===== src/core/adc_seq_regs.svh =====
// timing counts and field constants for the conversion sequencer
`ifndef ADC_SEQ_REGS_SVH
`define ADC_SEQ_REGS_SVH

// default length of one conversion period in mclk_i cycles
`define CONV_CYCLES_DEF 16
// default result width
`define RESULT_W_DEF    16
// index of the conversion that yields the result (three priming ones come first)
`define PRIME_CONV      2'h3
// count loaded at an input switch: three conversions are discarded, the result of the fourth is good
`define SETTLE_CONV     3'h4
`define SETTLE_ONE      3'h1
`define SETTLE_NONE     3'h0
`define SEQ_FIRST       2'h0
`define SEQ_STEP        2'h1

`endif


===== src/core/adc_seq_pkg.sv =====
// types shared by the conversion sequencer
package adc_seq_pkg;

  typedef enum logic [1:0] {
    MODE_SINGLE = 2'h0,
    MODE_CONT   = 2'h1,
    MODE_MULTI  = 2'h2
  } mode_t;

  typedef enum logic [1:0] {
    ST_IDLE   = 2'h0,
    ST_CONV   = 2'h1,
    ST_STREAM = 2'h2,
    ST_HOLD   = 2'h3
  } state_t;

endpackage : adc_seq_pkg


===== src/core/adc_conversion_sequencer.sv =====
// conversion sequencer: trigger, decimator priming, done flag and the three modes
// Summary of operation
// - single mode waits in standby for trigger
// - trigger runs four conversions, three prime
// - done rises when fourth conversion completes
// - done is pollable status and request line
// - after result read, return to standby
// - continuous: first result after three priming
// - continuous: then one result every period
// - multi: re-prime decimator before each sample
// - multi: next sample starts by itself
// - done rises after every result conversion
// - start bit or trigger begins a sequence
// - done holds until result read clears it
// - results invalid until fourth after switch
`timescale 1ns/1ps
`include "adc_seq_regs.svh"

module adc_conversion_sequencer #(
  parameter int CONV_CYCLES = `CONV_CYCLES_DEF,
  parameter int RESULT_W    = `RESULT_W_DEF
) (
  // clock and reset
  input  wire logic                  mclk_i,
  input  wire logic                  reset_n_i,
  // control from software or same-clock logic
  input  wire adc_seq_pkg::mode_t    mode_i,
  input  wire logic                  start_i,
  input  wire logic                  stop_i,
  input  wire logic                  mux_switch_i,
  // external trigger, may be a pin or a programmable_logic_block output
  input  wire logic                  soc_i,
  // decimator side
  input  wire logic [RESULT_W-1:0]   sample_i,
  output logic                       dec_clear_o,
  output logic                       conv_end_o,
  // result consumer side
  input  wire logic                  rd_i,
  output logic                       eoc_o,
  output logic [RESULT_W-1:0]        result_o,
  output logic                       result_valid_o,
  output logic                       busy_o
);

  localparam int CW = (CONV_CYCLES > 1) ? $clog2(CONV_CYCLES) : 1;
  localparam logic [CW-1:0] PER_LAST = CW'(CONV_CYCLES - 1);
  localparam logic [CW-1:0] PER_ZERO = '0;

  adc_seq_pkg::state_t state_q;
  adc_seq_pkg::mode_t  mode_q;
  logic [CW-1:0]       per_cnt_q;
  logic [1:0]          seq_cnt_q;
  logic [2:0]          settle_cnt_q;
  logic                soc_meta_q;
  logic                soc_sync_q;
  logic                soc_last_q;
  logic                done_q;
  logic                valid_q;
  logic                clear_q;
  logic [RESULT_W-1:0] result_q;

  logic soc_rise;
  logic go;
  logic running;
  logic conv_end;
  logic result_evt;
  logic last_of_seq;

  // trigger may come from any clock, so it is synchronised before edge detection
  always_ff @(posedge mclk_i or negedge reset_n_i)
  begin
    if (!reset_n_i)
    begin
      soc_meta_q <= 1'b0;
      soc_sync_q <= 1'b0;
      soc_last_q <= 1'b0;
    end
    else
    begin
      soc_meta_q <= soc_i;
      soc_sync_q <= soc_meta_q;
      soc_last_q <= soc_sync_q;
    end
  end

  assign soc_rise    = soc_sync_q & ~soc_last_q;
  // only accepted from standby; requests while busy are dropped
  assign go          = (start_i | soc_rise) && (state_q == adc_seq_pkg::ST_IDLE);
  assign running     = (state_q == adc_seq_pkg::ST_CONV) || (state_q == adc_seq_pkg::ST_STREAM);
  assign conv_end    = running && (per_cnt_q == PER_ZERO);
  assign last_of_seq = (seq_cnt_q == `PRIME_CONV);
  assign result_evt  = conv_end && ((state_q == adc_seq_pkg::ST_STREAM) ||
                       ((state_q == adc_seq_pkg::ST_CONV) && last_of_seq));

  // conversion period timer
  always_ff @(posedge mclk_i or negedge reset_n_i)
  begin
    if (!reset_n_i)
      per_cnt_q <= PER_ZERO;
    else if (go || conv_end)
      per_cnt_q <= PER_LAST;
    else if (running)
      per_cnt_q <= per_cnt_q - CW'(1);
  end

  // sequence state
  always_ff @(posedge mclk_i or negedge reset_n_i)
  begin
    if (!reset_n_i)
    begin
      state_q   <= adc_seq_pkg::ST_IDLE;
      mode_q    <= adc_seq_pkg::MODE_SINGLE;
      seq_cnt_q <= `SEQ_FIRST;
    end
    else
    begin
      unique case (state_q)
        adc_seq_pkg::ST_IDLE:
        begin
          if (go)
          begin
            state_q   <= adc_seq_pkg::ST_CONV;
            mode_q    <= (mode_i == adc_seq_pkg::MODE_CONT || mode_i == adc_seq_pkg::MODE_MULTI) ?
                         mode_i : adc_seq_pkg::MODE_SINGLE;
            seq_cnt_q <= `SEQ_FIRST;
          end
        end
        adc_seq_pkg::ST_CONV:
        begin
          if (stop_i)
            state_q <= adc_seq_pkg::ST_IDLE;
          else if (conv_end && last_of_seq)
          begin
            seq_cnt_q <= `SEQ_FIRST;
            unique case (mode_q)
              adc_seq_pkg::MODE_CONT:  state_q <= adc_seq_pkg::ST_STREAM;
              adc_seq_pkg::MODE_MULTI: state_q <= adc_seq_pkg::ST_CONV;
              default:                 state_q <= adc_seq_pkg::ST_HOLD;
            endcase
          end
          else if (conv_end)
            seq_cnt_q <= seq_cnt_q + `SEQ_STEP;
        end
        adc_seq_pkg::ST_STREAM:
        begin
          if (stop_i)
            state_q <= adc_seq_pkg::ST_IDLE;
        end
        adc_seq_pkg::ST_HOLD:
        begin
          // single mode waits for the consumer before rearming
          if (rd_i)
            state_q <= adc_seq_pkg::ST_IDLE;
        end
      endcase
    end
  end

  // decimator clear: one pulse on an accepted start and at the head of each further multi-mode sample
  always_ff @(posedge mclk_i or negedge reset_n_i)
  begin
    if (!reset_n_i)
      clear_q <= 1'b0;
    else
      clear_q <= go || (conv_end && last_of_seq && !stop_i && (state_q == adc_seq_pkg::ST_CONV) &&
                 (mode_q == adc_seq_pkg::MODE_MULTI));
  end

  // result capture
  always_ff @(posedge mclk_i or negedge reset_n_i)
  begin
    if (!reset_n_i)
      result_q <= '0;
    else if (result_evt)
      result_q <= sample_i;
  end

  // done flag: a new result in the read cycle keeps it set
  always_ff @(posedge mclk_i or negedge reset_n_i)
  begin
    if (!reset_n_i)
      done_q <= 1'b0;
    else if (result_evt)
      done_q <= 1'b1;
    else if (rd_i)
      done_q <= 1'b0;
  end

  // settling after an input switch; the decimator still holds old-input history
  always_ff @(posedge mclk_i or negedge reset_n_i)
  begin
    if (!reset_n_i)
      settle_cnt_q <= `SETTLE_NONE;
    else if (mux_switch_i)
      settle_cnt_q <= `SETTLE_CONV;
    else if (conv_end && (settle_cnt_q != `SETTLE_NONE))
      settle_cnt_q <= settle_cnt_q - `SETTLE_ONE;
  end

  always_ff @(posedge mclk_i or negedge reset_n_i)
  begin
    if (!reset_n_i)
      valid_q <= 1'b0;
    else if (result_evt)
      valid_q <= !mux_switch_i && (settle_cnt_q <= `SETTLE_ONE);
  end

  assign dec_clear_o    = clear_q;
  assign conv_end_o     = conv_end;
  assign eoc_o          = done_q;
  assign result_o       = result_q;
  assign result_valid_o = valid_q;
  assign busy_o         = (state_q != adc_seq_pkg::ST_IDLE);

  // helper: conversions seen since the last decimator clear
  logic [2:0] seen_q;
  always_ff @(posedge mclk_i or negedge reset_n_i)
  begin
    if (!reset_n_i)
      seen_q <= 3'h0;
    else if (clear_q)
      seen_q <= 3'h0;
    else if (conv_end && (seen_q != 3'h7))
      seen_q <= seen_q + 3'h1;
  end

  // helper: cycles since the last accepted start or conversion end, counted apart from the period timer
  localparam logic [CW:0] GAP_LAST = (CW+1)'(CONV_CYCLES - 1);
  localparam logic [CW:0] GAP_MAX  = '1;
  logic [CW:0] gap_q;
  always_ff @(posedge mclk_i or negedge reset_n_i)
  begin
    if (!reset_n_i)
      gap_q <= '0;
    else if (go || conv_end)
      gap_q <= '0;
    else if (gap_q != GAP_MAX)
      gap_q <= gap_q + (CW+1)'(1);
  end

  idle_wait_a: assert property (@(posedge mclk_i) disable iff (!reset_n_i)
    (state_q == adc_seq_pkg::ST_IDLE) && !start_i && !soc_rise |=> (state_q == adc_seq_pkg::ST_IDLE))
    else $error("left standby without a start");

  four_conv_a: assert property (@(posedge mclk_i) disable iff (!reset_n_i)
    result_evt && (state_q == adc_seq_pkg::ST_CONV) |-> (seen_q == 3'h3))
    else $error("result not on the fourth conversion");

  done_rise_a: assert property (@(posedge mclk_i) disable iff (!reset_n_i)
    result_evt |=> eoc_o && (result_o == $past(sample_i)))
    else $error("done or result missing after conversion");

  done_hold_a: assert property (@(posedge mclk_i) disable iff (!reset_n_i)
    eoc_o && !rd_i |=> eoc_o)
    else $error("done dropped without a read");

  done_clear_a: assert property (@(posedge mclk_i) disable iff (!reset_n_i)
    rd_i && !result_evt |=> !eoc_o)
    else $error("read did not clear done");

  hold_return_a: assert property (@(posedge mclk_i) disable iff (!reset_n_i)
    (state_q == adc_seq_pkg::ST_HOLD) && rd_i |=> (state_q == adc_seq_pkg::ST_IDLE))
    else $error("no return to standby after read");

  stream_rate_a: assert property (@(posedge mclk_i) disable iff (!reset_n_i)
    result_evt && (state_q == adc_seq_pkg::ST_STREAM) && !stop_i |=> !result_evt [*2])
    else $error("stream results too close");

  stream_each_a: assert property (@(posedge mclk_i) disable iff (!reset_n_i)
    conv_end && (state_q == adc_seq_pkg::ST_STREAM) |-> result_evt && (gap_q == GAP_LAST))
    else $error("stream conversion off period or without result");

  multi_restart_a: assert property (@(posedge mclk_i) disable iff (!reset_n_i)
    result_evt && (state_q == adc_seq_pkg::ST_CONV) && (mode_q == adc_seq_pkg::MODE_MULTI) && !stop_i
    |=> dec_clear_o && (state_q == adc_seq_pkg::ST_CONV) && (seq_cnt_q == `SEQ_FIRST))
    else $error("multi sample did not restart primed");

  start_go_a: assert property (@(posedge mclk_i) disable iff (!reset_n_i)
    start_i && (state_q == adc_seq_pkg::ST_IDLE) |=> busy_o && dec_clear_o)
    else $error("start bit did not begin a sequence");

  busy_ignore_a: assert property (@(posedge mclk_i) disable iff (!reset_n_i)
    start_i && busy_o |=> !dec_clear_o || $past(conv_end))
    else $error("start restarted a running sequence");

  settle_a: assert property (@(posedge mclk_i) disable iff (!reset_n_i)
    result_evt && (mux_switch_i || (settle_cnt_q > `SETTLE_ONE)) |=> !result_valid_o)
    else $error("result marked valid too early after switch");

  single_c: cover property (@(posedge mclk_i) disable iff (!reset_n_i)
    (state_q == adc_seq_pkg::ST_HOLD) && rd_i);
  stream_c: cover property (@(posedge mclk_i) disable iff (!reset_n_i)
    result_evt && (state_q == adc_seq_pkg::ST_STREAM));
  multi_c: cover property (@(posedge mclk_i) disable iff (!reset_n_i)
    result_evt && (mode_q == adc_seq_pkg::MODE_MULTI) ##1 dec_clear_o);
  ignore_c: cover property (@(posedge mclk_i) disable iff (!reset_n_i)
    start_i && busy_o);
  switch_c: cover property (@(posedge mclk_i) disable iff (!reset_n_i)
    mux_switch_i ##[1:200] (result_evt && (settle_cnt_q == `SETTLE_ONE)));

endmodule : adc_conversion_sequencer


===== config.mk =====
export PLATFORM = sky130hd
export DESIGN_NAME = adc_conversion_sequencer
export DESIGN_NICKNAME = d
export VERILOG_FILES = /design/src/core/adc_seq_pkg.sv /design/src/core/adc_conversion_sequencer.sv
export VERILOG_INCLUDE_DIRS = /design/src /design/src/core
export SDC_FILE = /design/constraint.sdc
export NUM_CORES = 1
export LEC_CHECK = 0
export BUFFER_PORTS_ARGS = -buffer_cell sky130_fd_sc_hd__buf_2
export CORE_MARGIN = 10
export CORE_UTILIZATION = 41
export CTS_CLUSTER_DIAMETER = 120
export DETAILED_ROUTE_END_ITERATION = 12
export GPL_TIMING_DRIVEN = 1
export PLACE_DENSITY = 0.67
export SLEW_MARGIN = 5
export SYNTH_ARGS = -nofsm -noshare
export SYNTH_HDL_FRONTEND = slang
export SYNTH_SLANG_ARGS = --single-unit

===== constraint.sdc =====
create_clock -name mclk_i -period 2.6 [get_ports mclk_i]
set_clock_uncertainty 0.15 [all_clocks]
set_input_delay 0.52 -clock mclk_i [delete_from_list [all_inputs] [get_ports mclk_i]]
set_output_delay 0.52 -clock mclk_i [all_outputs]
set_load 0.05 [all_outputs]

==> impl_metrics.json <==
{
  "worstSetupPathDepth": 5,
  "dp_hpwl_um": 2660,
  "drc": 0,
  "ioPinCount": 46,
  "wire_per_inst_um": 14.5,
  "hold_violations": 0,
  "ys_seq_area_frac": 0.543,
  "cp.buffers_inverters": 3,
  "die_area_um2": 6840,
  "synth_top_cell_area_share": 0.543,
  "synthCells": 134,
  "fp.dieH_um": 82.7,
  "crit_fanout": 6,
  "cts_setup_buffers": 0,
  "insertion_delay_ps": 290,
  "hold_class": "in2async",
  "p_leak_nw": 1.10,
  "finalNetCount": 220,
  "portBuffers": 45,
  "period_share": 0.889,
  "multi_input_area_um2": 669,
  "worstPathRequired_ps": 1930,
  "regToRegEndpoint": "result_o[1]",
  "grt_max_degree": 36,
  "ff2ff_setup_slack_ps": 460,
  "drt_iter0_drc": 54,
  "setup_slack_ps": 288,
  "grt.total_usage": 0.107,
  "top_layer_used": "met4",
  "post-place-ws_ps": 455,
  "clkTransAtPathRegs_ps": 70,
  "cp_top_family": "buffers and inverters",
  "setup_viol": 0,
  "powerDensity_nw_per_um2": 718,
  "core.rowCount": 22,
  "endpoint_kind": "output port",
  "grt_setup_unrepaired": "false",
  "grt_overflow": 0,
  "max_freq_mhz": 433,
  "setup_tns_ps": 0,
  "cts_tree": "done",
  "cp-start-kind": "flop",
  "status": "completed",
  "met3_wirelength_um": 335,
  "yosys-top-cells-area": "dfrtp_1, mux2_1, ha_1",
  "grt_pass1_wl_um": 5560,
  "yosysUniqueCellTypes": 33,
  "cts_max_level": 2,
  "fill_cells": 351,
  "worstPathCellList": "inv_1 > ha_1 > nand4bb_1 > inv_2 > buf_2",
  "viasPerCell": 4.81,
  "drt-met1-wl_um": 1280,
  "power_w": 0.00143,
  "start_util": 0.431,
  "synth_area_per_cell_um2": 12.0,
  "antenna_found_initial": 0,
  "cp.arrival_ps": 1640,
  "area_delta_synth_final_pct": 23.4,
  "period_needed_ps": 2310,
  "clockBufferDepth": 2,
  "cpMaxStageDelayCell": "dfrtp_1",
  "regToRegStartpoint": "state_q[0]",
  "cp-endpoint": "conv_end_o",
  "final-seq-area_um2": 876,
  "clock-root-buffer": "clkbuf_8",
  "die_w_um": 82.7,
  "max-slew-margin-rel": 0.486,
  "finish.utilization": 0.531,
  "vias": 1121,
  "synth_area_um2": 1610,
  "syn_nets": 169,
  "antenna_left": 0,
  "ff2ff_path_depth": 6,
  "cpPeakStageDelay_ps": 380,
  "numCtsBuffers": 5,
  "core_area_um2": 3740,
  "wl_um": 3380,
  "drive_above_1_share": 0.303,
  "crit_type": "reg2out",
  "ys_seq_elements": 35,
  "cts_sinks": 35,
  "cts_hold_buf": 0,
  "diodes": 0,
  "hold-worst-slack_ps": 154,
  "route.met2.wl_um": 1720,
  "worst_slew_pin_slew_ps": 771,
  "yosys_warnings": 0,
  "synth_largest_area_cell": "dfrtp_1",
  "cp-startpoint": "state_q[0]",
  "drv_cap": 0,
  "ctsResizeCount": 0,
  "place.gp.congestion": 0.933,
  "report.final.slew_viol_count": 0,
  "grt_pass1_vias": 1220,
  "drt_first_pass_iters": 4,
  "vdd_drop_max_v": 0.000491
}
[placed cells by master (no fill, tap or decap)]
cell type  count
o21a_1         1
nor2b_1        3
xnor2_1        2
mux2i_1        1
clkbuf_8       5
nor2_2         1
ha_1          10
buf_2         45
o311ai_1       1
o22ai_1        3
a21oi_1        2
o221ai_1       1
o21ai_1        2
nor3_1         1
a21oi_2        1
inv_2          1
nor2_1         7
mux2_1        17
nor2_8         1
nand4bb_1      1
o32a_1         1
a21o_1         1
nand2b_1       6
inv_1         12
clkbuf_1       1
nor4b_1        1
a211oi_1       1
and2_1         1
o21ai_0        5
nand2_1        9
nand3_1        2
dfrtp_1       35
bufinv_16      1
xor2_1         1
a32o_1         1
buf_4          1
[worst min-delay path by stage]
stage                from      endpoint  slack [ps]  depth (start not counted)
2_1_floorplan   reset_n_i   dec_clear_o          70                          0
3_3_place_gp   soc_meta_q    soc_sync_q         190                          0
3_5_place_dp   soc_meta_q    soc_sync_q         180                          0
4_1_cts         reset_n_i  per_cnt_q[3]         180                          1
5_1_grt             soc_i    soc_meta_q         180                          1
6_report        reset_n_i  per_cnt_q[3]         150                          1
[worst reg2reg max path, delay by kind of cell (launching register included)]
family | cells | cell delay (ps)
DFF | 1 | 380
adders and majority gates | 1 | 370
and+or+nand+nor | 2 | 440
muxes | 1 | 370
buffers and inverters | 2 | 300
[power breakdown]
part           internal, W  switching [W]
Combinational     0.000124       0.000210
Clock             0.000281       0.000186
Sequential        0.000596      0.0000324
Total              0.00100       0.000428
[layer usage]
metal  vias up  global-route usage
met5         -                   0
met4         0              0.0385
met3         6              0.0626
met2        36               0.171
met1       523               0.115
li1        556                   -
[area by class of cell]
| type | count | area share |
|---|---|---|
| multi-input cells | 84 | 0.336 |
| clock inverters | 1 | 0.0151 |
| well taps | 48 | 0.0302 |
| repair buffers | 46 | 0.117 |
| inverters | 13 | 0.0245 |
| flip-flops and latches | 35 | 0.440 |
| clock buffers | 6 | 0.0365 |
[sequential cells by signal, summed over array words and instances, names as in the netlist, 2 cells and up]
name and flops:
per_cnt_q 4, seq_cnt_q 2, result_o 16, mode_q 2
settle_cnt_q 3, state_q 2
[synth_stat cells (all sizes together)]
cell type  number
a21oi           3
inv            13
nand4bb         1
mux2i           1
a32o            1
xor2            1
nor3            1
o21ai           7
o21a            1
nor2            9
a21o            1
nand2           9
nor4b           1
xnor2           2
ha             10
mux2           17
and2            1
a211oi          1
nand3           2
nor2b           3
dfrtp          35
o22ai           3
nand2b          6
o32a            1
o221ai          1
buf             2
o311ai          1
[kinds of logic after synthesis]
kind of cell / share of synthesized area
XOR/XNOR: 0.0163
multiplexers: 0.125
AND/OR/NAND/NOR: 0.114
adder cells (fa/ha/maj): 0.0776
flip-flops: 0.543
buffers and inverters: 0.0419
AO/OA/AOI/OAI: 0.0822
[stage by stage]
stage | std cells | instance area (um^2)
2_1_floorplan | 134 | 1610
3_3_place_gp | 226 | 1890
3_5_place_dp | 226 | 1890
4_1_cts | 233 | 1990
5_1_grt | 233 | 1990
6_report | 233 | 1990
Note: power is estimated with default switching activity, not from simulation.
